`config.mk`:
```
export PLATFORM = sky130hd
export DESIGN_NAME = msb_sequencer
export DESIGN_NICKNAME = d
export VERILOG_FILES = /design/src/rtl/msb_pkg.sv /design/src/rtl/msb_tick_div.sv /design/src/rtl/msb_down_counter.sv /design/src/rtl/msb_sequencer.sv
export SDC_FILE = /design/constraint.sdc
export NUM_CORES = 1
export LEC_CHECK = 0
export BUFFER_PORTS_ARGS = -buffer_cell sky130_fd_sc_hd__buf_2
export CAP_MARGIN = 20
export CELL_PAD_IN_SITES_DETAIL_PLACEMENT = 1
export CELL_PAD_IN_SITES_GLOBAL_PLACEMENT = 1
export CORE_MARGIN = 2
export CORE_UTILIZATION = 40
export CTS_BUF_LIST = sky130_fd_sc_hd__clkbuf_16
export CTS_CLUSTER_SIZE = 14
export DETAILED_ROUTE_END_ITERATION = 10
export PLACE_DENSITY = 0.74
export SLEW_MARGIN = 10
export SYNTH_ARGS = -nofsm -noshare
export SYNTH_HDL_FRONTEND = slang
export SYNTH_SLANG_ARGS = --single-unit
```
`constraint.sdc`:
```
create_clock -name clock_i -period 10.2 [get_ports clock_i]
set_clock_uncertainty 0.05 [all_clocks]
set_input_delay 2.04 -clock clock_i [delete_from_list [all_inputs] [get_ports clock_i]]
set_output_delay 2.04 -clock clock_i [all_outputs]
set_load 0.05 [all_outputs]
```
`src/rtl/msb_pkg.sv`:
```
package msb_pkg;

   // clock and slow tick
   localparam int CLK_HZ = 50_000_000;
   localparam int TICK_MS = 10;
   localparam int TICK_CYCLES = CLK_HZ / 1000 * TICK_MS;

   // stop method codes
   localparam logic [1:0] STOP_DECEL = 2'h0;
   localparam logic [1:0] STOP_COAST = 2'h1;
   localparam logic [1:0] STOP_DC_BRAKE = 2'h2;
   localparam logic [1:0] STOP_COAST_TIMER = 2'h3;

   // multi-function input terminal codes
   localparam int TERM_COUNT = 5;
   localparam logic [7:0] FN_DC_BRAKE_CMD = 8'h3C;
   localparam logic [7:0] FN_DSTOP_CLOSED = 8'h0F;
   localparam logic [7:0] FN_DSTOP_OPEN = 8'h11;

   // second analog input function codes
   localparam logic [4:0] A2_FN_BRAKE_CURRENT = 5'h06;
   localparam logic [4:0] A2_FN_BRAKE_OVERTORQUE = 5'h07;

   // brake current, percent of rated drive current
   localparam logic [6:0] BRAKE_PCT_MAX = 7'h64;
   localparam logic [6:0] BRAKE_PCT_DEFAULT = 7'h32;
   // analog counts: 1000 counts is 10 V or 20 mA
   localparam logic [9:0] AIN_PER_PCT = 10'h00A;

   // start braking time in 0.01 s steps, 0.00 .. 10.00 s
   localparam logic [9:0] START_TIME_MAX = 10'h3E8;
   localparam logic [9:0] START_TIME_DEFAULT = 10'h000;

   // ramp times: 0.1 s steps (coarse) or 0.01 s steps (fine)
   localparam logic UNIT_FINE = 1'b0;
   localparam logic [15:0] RAMP_TIME_MAX = 16'hEA60;
   localparam logic [15:0] DSTOP_TIME_DEFAULT = 16'h0064;
   localparam logic [3:0] TICKS_PER_COARSE = 4'hA;

   localparam int CNT_W = 20;
   localparam int FREQ_W = 16;

   typedef enum logic [7:0] {
      ST_IDLE = 8'b0000_0001,
      ST_START_BRAKE = 8'b0000_0010,
      ST_RUN = 8'b0000_0100,
      ST_DECEL = 8'b0000_1000,
      ST_COAST = 8'b0001_0000,
      ST_DC_STOP = 8'b0010_0000,
      ST_TERM_BRAKE = 8'b0100_0000,
      ST_FAST_STOP = 8'b1000_0000
   } msb_state_t;

   typedef logic [7:0] msb_func_t;

   typedef struct packed {
      logic [1:0] stop_method_select;
      logic [6:0] dc_brake_current_pct;
      logic [9:0] dc_brake_start_time;
      logic [15:0] decel_time;
      logic [15:0] decel_stop_time;
      logic ramp_time_unit_select;
      logic [4:0] analog_a2_function;
   } msb_settings_t;

   typedef struct packed {
      logic drive_enable;
      logic dc_brake;
      logic decel_stop_ramp;
      logic run_active;
      logic lockout_active;
   } msb_drive_t;

endpackage

```
`src/rtl/msb_tick_div.sv`:
```
`timescale 1ns/1ps
module msb_tick_div #(
   parameter int CYCLES = 500000
) (
   // clock and reset
   input wire logic clock_i,
   input wire logic reset_n_i,
   // slow enable
   output logic tick_o
);
   import msb_pkg::*;

   localparam int W = $clog2(CYCLES + 1);
   localparam logic [W-1:0] LAST = W'(CYCLES - 1);

   typedef struct packed {
      logic [W-1:0] cnt;
      logic tick;
   } msb_div_state_t;

   msb_div_state_t s;
   msb_div_state_t next_s;

   always_comb begin
      next_s = s;
      next_s.tick = 1'b0;
      if (s.cnt == LAST) begin
         next_s.cnt = '0;
         next_s.tick = 1'b1;
      end else begin
         next_s.cnt = s.cnt + W'(1);
      end
   end

   always_ff @(posedge clock_i) begin
      if (!reset_n_i) begin
         s <= '0;
      end else begin
         s <= next_s;
      end
   end

   assign tick_o = s.tick;
endmodule

```
`src/rtl/msb_down_counter.sv`:
```
`timescale 1ns/1ps
module msb_down_counter #(
   parameter int W = 20
) (
   // clock and reset
   input wire logic clock_i,
   input wire logic reset_n_i,
   // control
   input wire logic load_i,
   input wire logic [W-1:0] load_value_i,
   input wire logic tick_i,
   // status
   output logic [W-1:0] count_o,
   output logic zero_o
);
   import msb_pkg::*;

   typedef struct packed {
      logic [W-1:0] count;
   } msb_cnt_state_t;

   msb_cnt_state_t s;
   msb_cnt_state_t next_s;

   // load beats tick so a freshly loaded value is never decremented in its load cycle
   always_comb begin
      next_s = s;
      if (load_i) begin
         next_s.count = load_value_i;
      end else if (tick_i && s.count != '0) begin
         next_s.count = s.count - W'(1);
      end
   end

   always_ff @(posedge clock_i) begin
      if (!reset_n_i) begin
         s <= '0;
      end else begin
         s <= next_s;
      end
   end

   assign count_o = s.count;
   assign zero_o = (s.count == '0);
endmodule

```
`src/rtl/msb_sequencer.sv`:
```
`timescale 1ns/1ps
module msb_sequencer #(
   parameter int TICK_CYCLES = msb_pkg::TICK_CYCLES
) (
   // clock and reset
   input wire logic clock_i,
   input wire logic reset_n_i,
   // control terminals
   input wire logic run_cmd_i,
   input wire logic jog_cmd_i,
   input wire logic [msb_pkg::TERM_COUNT-1:0] terminal_i,
   input wire msb_pkg::msb_func_t [msb_pkg::TERM_COUNT-1:0]
      input_terminal_function_i,
   // parameter settings
   input wire msb_pkg::msb_settings_t settings_i,
   // analog and motor feedback
   input wire logic [9:0] second_analog_input_i,
   input wire logic overtorque_det1_i,
   input wire logic [msb_pkg::FREQ_W-1:0] output_freq_i,
   input wire logic motor_stopped_i,
   // output stage commands
   output msb_pkg::msb_drive_t drive_o,
   output logic [6:0] brake_current_pct_o,
   output logic [15:0] ramp_time_o,
   output logic ramp_time_unit_o
);
   import msb_pkg::*;

   typedef struct packed {
      msb_state_t state;
      logic [6:0] brake_pct;
      logic [15:0] ramp_time;
      logic ramp_unit;
   } msb_seq_state_t;

   msb_seq_state_t s;
   msb_seq_state_t next_s;

   logic tick;
   logic run_req;
   logic dstop;
   logic term_brake;
   logic lock_load;
   logic [CNT_W-1:0] lock_value;
   logic [CNT_W-1:0] lock_count;
   logic lock_zero;
   logic start_load;
   logic [CNT_W-1:0] start_value;
   logic start_zero;
   logic [9:0] start_time;
   logic [6:0] pct_fixed;
   logic [9:0] pct_analog;
   logic [31:0] freq_product;
   logic [15:0] lock_units;
   logic [15:0] stop_time;
   logic brake_state;

   msb_tick_div #(
      .CYCLES(TICK_CYCLES)
   ) u_tick (
      .clock_i(clock_i),
      .reset_n_i(reset_n_i),
      .tick_o(tick)
   );

   msb_down_counter #(
      .W(CNT_W)
   ) u_lockout (
      .clock_i(clock_i),
      .reset_n_i(reset_n_i),
      .load_i(lock_load),
      .load_value_i(lock_value),
      .tick_i(tick),
      .count_o(lock_count),
      .zero_o(lock_zero)
   );

   msb_down_counter #(
      .W(CNT_W)
   ) u_start_brake (
      .clock_i(clock_i),
      .reset_n_i(reset_n_i),
      .load_i(start_load),
      .load_value_i(start_value),
      .tick_i(tick),
      .count_o(),
      .zero_o(start_zero)
   );

   // terminal decode; jog counts as a run request
   always_comb begin
      run_req = run_cmd_i | jog_cmd_i;
      dstop = 1'b0;
      term_brake = 1'b0;
      for (int i = 0; i < TERM_COUNT; i++) begin
         if (input_terminal_function_i[i] == FN_DSTOP_CLOSED &&
             terminal_i[i]) begin
            dstop = 1'b1;
         end
         if (input_terminal_function_i[i] == FN_DSTOP_OPEN &&
             !terminal_i[i]) begin
            dstop = 1'b1;
         end
         if (input_terminal_function_i[i] == FN_DC_BRAKE_CMD &&
             terminal_i[i]) begin
            term_brake = 1'b1;
         end
      end
   end

   // settings clamped to their legal ranges
   always_comb begin
      start_time = settings_i.dc_brake_start_time;
      if (start_time > START_TIME_MAX) begin
         start_time = START_TIME_MAX;
      end
      pct_fixed = settings_i.dc_brake_current_pct;
      if (pct_fixed > BRAKE_PCT_MAX) begin
         pct_fixed = BRAKE_PCT_MAX;
      end
      // full scale saturates at 100 percent
      pct_analog = second_analog_input_i / AIN_PER_PCT;
      if (pct_analog > 10'(BRAKE_PCT_MAX)) begin
         pct_analog = 10'(BRAKE_PCT_MAX);
      end
      stop_time = settings_i.decel_stop_time;
      if (stop_time > RAMP_TIME_MAX) begin
         stop_time = RAMP_TIME_MAX;
      end
   end

   // lockout: decel time scaled by output frequency over full scale
   always_comb begin
      freq_product = 32'(settings_i.decel_time) * 32'(output_freq_i);
      lock_units = freq_product[31:16];
      if (settings_i.ramp_time_unit_select == UNIT_FINE) begin
         lock_value = CNT_W'(lock_units);
      end else begin
         lock_value = CNT_W'(lock_units) * CNT_W'(TICKS_PER_COARSE);
      end
      start_value = CNT_W'(start_time);
   end

   always_comb begin
      next_s = s;
      lock_load = 1'b0;
      start_load = 1'b0;
      case (s.state)
         ST_IDLE: begin
            if (run_req && !dstop) begin
               start_load = 1'b1;
               next_s.state = (start_time != '0) ?
                  ST_START_BRAKE : ST_RUN;
            end else if (term_brake) begin
               next_s.state = ST_TERM_BRAKE;
            end
         end
         ST_TERM_BRAKE: begin
            if (run_req && !dstop) begin
               start_load = 1'b1;
               next_s.state = (start_time != '0) ?
                  ST_START_BRAKE : ST_RUN;
            end else if (!term_brake) begin
               next_s.state = ST_IDLE;
            end
         end
         ST_START_BRAKE: begin
            if (!run_req) begin
               next_s.state = ST_IDLE;
            end else if (start_zero) begin
               next_s.state = ST_RUN;
            end
         end
         ST_RUN: begin
            if (dstop) begin
               next_s.state = ST_FAST_STOP;
            end else if (!run_req) begin
               case (settings_i.stop_method_select)
                  STOP_DECEL: next_s.state = ST_DECEL;
                  STOP_COAST: next_s.state = ST_COAST;
                  STOP_DC_BRAKE: next_s.state = ST_DC_STOP;
                  STOP_COAST_TIMER: begin
                     lock_load = 1'b1;
                     next_s.state = ST_COAST;
                  end
                  default: next_s.state = ST_DECEL;
               endcase
            end
         end
         ST_DECEL: begin
            if (dstop) begin
               next_s.state = ST_FAST_STOP;
            end else if (run_req) begin
               next_s.state = ST_RUN;
            end else if (motor_stopped_i) begin
               next_s.state = ST_IDLE;
            end
         end
         ST_COAST: begin
            // run requests stay unseen until the lockout runs out
            if (lock_zero) begin
               next_s.state = ST_IDLE;
            end
         end
         ST_DC_STOP: begin
            if (motor_stopped_i) begin
               next_s.state = ST_IDLE;
            end
         end
         ST_FAST_STOP: begin
            // held here until stopped and both commands released
            if (motor_stopped_i && !run_req && !dstop) begin
               next_s.state = ST_IDLE;
            end
         end
         default: next_s.state = ST_IDLE;
      endcase
      if (settings_i.analog_a2_function == A2_FN_BRAKE_CURRENT) begin
         next_s.brake_pct = pct_analog[6:0];
      end else begin
         next_s.brake_pct = pct_fixed;
      end
      if (next_s.state == ST_FAST_STOP) begin
         next_s.ramp_time = stop_time;
      end else if (settings_i.decel_time > RAMP_TIME_MAX) begin
         next_s.ramp_time = RAMP_TIME_MAX;
      end else begin
         next_s.ramp_time = settings_i.decel_time;
      end
      next_s.ramp_unit = settings_i.ramp_time_unit_select;
   end

   always_ff @(posedge clock_i) begin
      if (!reset_n_i) begin
         s.state <= ST_IDLE;
         s.brake_pct <= BRAKE_PCT_DEFAULT;
         s.ramp_time <= DSTOP_TIME_DEFAULT;
         s.ramp_unit <= 1'b1;
      end else begin
         s <= next_s;
      end
   end

   assign brake_state = (s.state == ST_START_BRAKE) ||
      (s.state == ST_TERM_BRAKE) || (s.state == ST_DC_STOP);

   always_comb begin
      drive_o.drive_enable = (s.state == ST_RUN) ||
         (s.state == ST_DECEL) ||
         (s.state == ST_FAST_STOP && !motor_stopped_i);
      drive_o.dc_brake = brake_state &&
         (settings_i.analog_a2_function != A2_FN_BRAKE_OVERTORQUE ||
          overtorque_det1_i);
      drive_o.decel_stop_ramp = (s.state == ST_FAST_STOP);
      drive_o.run_active = (s.state == ST_RUN);
      drive_o.lockout_active = (s.state == ST_COAST);
   end

   assign brake_current_pct_o = s.brake_pct;
   assign ramp_time_o = s.ramp_time;
   assign ramp_time_unit_o = s.ramp_unit;
endmodule

```
======== Yosys cells after proc, flatten, opt, wreduce, memory -nomap -nowiden ========
Index checks and enable logic that the tools add are counted.
word-level totals
  output and inout port bits .............. 29
  register bits ........................... 92
  logic and storage cells ................. 149
  bits of input ports ..................... 134
operators by class
  add/subtract/negate cells ............... 3
  bitwise operators ....................... 2
  muxes and demuxes ....................... 50
  equality and inequality tests ........... 30
  multipliers ............................. 2
  reductions and logical operators ........ 47
  magnitude comparators ................... 5
  div/mod/pow operators ................... 1
operators by type and width
  operator               number
  $mux 8                 13
  $pmux 8 s8             1
  $mux 20                3
  $eq 8x4->1 const B     6
  $eq 8x5->1 const B     6
  $eq 8x6->1 const B     6
  $mux 16                3
  $logic_not 20->1       2
  $reduce_bool 20->1     2
  $sub 20x1->20 const B  2
  $gt 16x16->1 const B   2
  $mul 16x16->32         1
  $mux 10                3
  $pmux 8 s3             1
  $logic_and 1x1->1      22
  $mux 1                 22
  $mux 7                 3
  $add 19x1->19 const B  1
  $eq 19x19->1 const B   1
  $mul 16x3->19 const B  1
  $eq 8x8->1 const B     2
  $div 10x4->10 const B  1
  $gt 10x10->1 const B   1
  $gt 10x7->1 const B    1
  18 further kinds       34

======== Logic depth before layout (Yosys ltp) ========
  word-level depth ........................ 18
  mapped depth ............................ 35

======== Cells and area by module ========
Synthesis repeated with hierarchy kept, for this count alone.
second synthesis, totals
  cells, all modules ...................... 1,835
  area, all modules ....................... 15,205.8 sq um
by module, submodules not included
  module            area each (sq um)  times used  cells each
  msb_sequencer     11,820.1           1           1,430
  msb_down_counter  1,237.4            2           151
  msb_tick_div      910.9              1           103

======== Least setup slack after synthesis ========
OpenSTA, ideal clock, no wires.
  kind .................................... input-to-reg
  start point ............................. input settings_i[29] (netlist name)
  end point ............................... register u_lockout.s, in the netlist u_lockout.count_o[18]
  path slack .............................. 0.194 ns
  arrival ................................. 9.893 ns
  stages .................................. 34
  library setup time ...................... 0.064 ns
  data required time ...................... 10.086 ns
  cells stage by stage .................... clkbuf_1 -> clkbuf_1 -> nand2_1 -> fa_1 -> inv_1 -> fa_1 -> inv_1 -> fa_1 -> inv_1 -> fa_1 -> inv_1 -> fa_1 -> inv_1 -> fa_1 -> ha_1 -> a21o_1 -> a211o_1 -> a211oi_1 -> o31ai_1 -> a21oi_2 -> o21bai_1 -> a21oi_1 -> xnor2_1 -> ha_1 -> ha_1 -> or3_1 -> o21bai_1 -> nand3_1 -> a31oi_1 -> a21o_1 -> a21oi_1 -> nand4_1 -> or2_2 -> nand4_1
on the way
  word-level cells in the longest chain between the ends .. 4
ends and longest elaborated chain
  item                    RTL line                text
  start: declaration      msb_sequencer.sv:15     input wire msb_pkg::msb_settings_t settings_i,
  $mul 16x16->32          msb_sequencer.sv:134    freq_product = 32'(settings_i.decel_time) * 32'(output_freq_i);
  $mul 16x3->19           msb_sequencer.sv:139    lock_value = CNT_W'(lock_units) * CNT_W'(TICKS_PER_COARSE);
  $mux 20                 msb_sequencer.sv:136    if (settings_i.ramp_time_unit_select == UNIT_FINE) begin
  $mux 20                 msb_down_counter.sv:28  if (load_i) begin
  end signal: assignment  msb_down_counter.sv:39  s <= next_s;
  end: declaration        msb_down_counter.sv:22  msb_cnt_state_t s;
No other way between the ends.
A chain may end at the register's enable or synchronous reset.

======== Final worst setup path ========
  start point ............................. input output_freq_i[3] (netlist name)
  end point ............................... register u_lockout.s, in the netlist u_lockout.count_o[19]
on the way
  word-level cells in the longest chain between the ends .. 4
ends and longest elaborated chain
  item                RTL line                text
  start: declaration  msb_sequencer.sv:19     input wire logic [msb_pkg::FREQ_W-1:0] output_freq_i,
  $mul 16x16->32      msb_sequencer.sv:134
  $mul 16x3->19       msb_sequencer.sv:139
  $mux 20             msb_sequencer.sv:136
  $mux 20             msb_down_counter.sv:28
No other way between the ends.

==> flow_summary.yaml <==
run_status:
  outcome: "finished, final reports clean"
global_route:
  first_global_vias: 13900
  grt_pass1_wl_um: 71000
  grt.total_usage: 0.231
  grt_remaining_overflow: 0
  antenna_found_initial: 2
  grt_max_degree: 38
clock_tree:
  clkTransAtPathRegs_ns: 0.07
  insertion_delay_ns: 0.36
  cts_buffer_depth: 2
  cts_tree: "done"
  root_buffer: "clkbuf_16"
  htreeDepth: 3
  cts.sinks: 92
  cts_buffers: 9
synth:
  syn_avg_cell_area_sq_um: 8.27
  ys_seq_area_frac: 0.127
  synth_area_sq_mm: 0.0145
  yosysMostFrequentCell: "nand2_1"
  syn_nets: 2211
  synth_edf_count: 0
  yosysWarnings: 0
  yosys-top-cells-area: "fa_1, dfxtp_1, ha_1, nand2_1, inv_1"
  synth_cell_type_count: 80
  ys_ff_latch: 92
  synthFlopType: "dfxtp_1"
  synth_top_area_cell: "fa_1"
  async_reset_ff_frac: 0
  synth_top_area_frac: 0.269
  ys_top_cells_by_count: "nand2_1, inv_1, fa_1"
  postSynthCellCount: 1749
place:
  dpl.cell_count: 2336
  port_buffers: 161
  hpwl_um: 35400
  place_congestion: 0.877
  dpl_worst_slack_ns: -0.103
  placed_cell_area_sq_mm: 0.0158
worst_setup_path:
  critical_path.slowest_cell: "fa_1"
  cp_max_fo: 10
  cp-start-kind: "input pin"
  worst_path_largest_cell_delay_ns: 0.54
  path_class: "in2reg"
  crit_path_frequent_cell: "fa_1"
  critPathCaptureType: "flip-flop"
  required_ns: 10.39
  cp_data_arrival_time_ns: 10.03
floorplan:
  core_area_sq_mm: 0.0356
  ios: 163
  start_util: 0.406
  fp.dieW_um: 194
  fp-row-count: 69
  die_y_um: 194
  die_area_sq_mm: 0.0377
timing:
  fin_crit_ns: 9.84
  setup_viol: 0
  fin_crit_sh: 0.965
  hold_violations: 0
  worstMarginPinSlew_ns: 0.841
  holdWs_ns: 0.433
  timing.fmax_mhz: 102
  slew_viol_final: 0
  slew-limit-headroom: 0.439
  rsz0062_at_grt: "yes"
  postLayoutSetupSlackWorst_ns: 0.356
route:
  met1Wirelength_um: 18900
  wl_per_cell_um: 18.0
  dr_wl_met2_um: 21400
  top_layer: "met4"
  postRouteAntennaNets: 0
  drcViolationCount: 0
  wirelength_um: 42500
  dr_total_vias: 12600
  drt-pass1-iter-count: 5
  avgViaCountPerCell: 5.37
  drtIter0Drc: 523
  met3_length_um: 1340
layout:
  fillers: 4344
  fin_area_sq_mm: 0.0162
  drive_gt1_frac: 0.142
  layout.nets: 2348
  syn_to_final_growth_pct: 12.0
  stdcell_count: 2354
min_path:
  hold_class: "reg2reg"
run:
  maxCapViolations: 0
==> kinds of logic (layout without fill, tap and decap cells) <==
| family | after synthesis | count (layout) | share of synthesized area |
|---|---|---|---|
| mux | 9 | 9 | 0.00640 |
| compound gates | 228 | 228 | 0.105 |
| other cells | 0 | 2 | 0 |
| simple gates | 670 | 670 | 0.231 |
| flops | 92 | 92 | 0.127 |
| buf+inv | 339 | 481 | 0.0953 |
| fa+ha+maj | 329 | 329 | 0.385 |
| xor+xnor | 82 | 82 | 0.0497 |
==> repair_timing <==
item,in CTS,in global routing
gates resized for setup,0,6
endpoints found under the hold margin,0,0
endpoints found under the setup margin,0,6
setup buffers,0,0
hold buffers,0,0
==> worst paths after layout <==
check	slack, ns	start	endpoint	cells after the start
max	0.36	output_freq_i[3]	u_lockout.count_o[19]	33
min reg2reg	0.43	u_tick.s[1]	u_tick.s[1]	1
max reg2reg	7.26	s[30]	u_lockout.count_o[14]	9
min	0.43	u_tick.s[1]	u_tick.s[1]	1
==> area by class of cell <==
| type | instances | area (sq um) | share of cell area |
|---|---|---|---|
| antenna | 2 | 5.00 | 0.000309 |
| clock buffer | 9 | 225 | 0.0139 |
| clock inverter | 7 | 91.3 | 0.00564 |
| inverter | 241 | 905 | 0.0559 |
| multi-input combinational | 1318 | 11300 | 0.696 |
| sequential | 92 | 1840 | 0.114 |
| tap | 461 | 577 | 0.0356 |
| timing repair buffer | 224 | 1280 | 0.0789 |
==> cells in the final DEF (no fill, tap or decap), drive strengths merged, types with 37 or more instances in the layout <==
cell / count
dfxtp: 92
nand3: 37
nand2: 242
nor2: 117
o21ai: 38
xnor2: 45
a21oi: 62
and2: 94
inv: 240
buf: 224
xor2: 37
ha: 134
fa: 194
==> layer usage <==
layer  vias to the layer above  GRT usage
met5                         -          0
met4                         0     0.0581
met3                        60     0.0268
met2                       223      0.412
met1                      6387      0.298
li1                       5969          -
==> registers in the layout, summed over array words and instances, names as in the netlist <==
register and flops:
u_tick.tick_o 1, s 8, ramp_time_o 16, ramp_time_unit_o 1, brake_current_pct_o 7, u_start_brake.count_o 20, u_tick.s 19, u_lockout.count_o 20
==> stage by stage <==
step / setup TNS [ns] / utilization
after floorplan: 0 / -
after global placement: 0 / 0.445
after detailed placement: -0.193 / 0.445
after CTS: 0 / 0.454
after global routing: -0.000918 / 0.455
final: 0 / 0.455
==> critical path, delay by kind of cell <==
| family | cells | cell delay, ns |
|---|---|---|
| fa+ha+maj | 9 | 3.94 |
| compound gates | 15 | 3.02 |
| simple gates | 4 | 0.43 |
| buf+inv | 5 | 0.59 |
Power is not shown: default switching activity piles up to over one toggle a cycle in this logic, so the estimate is an artifact.
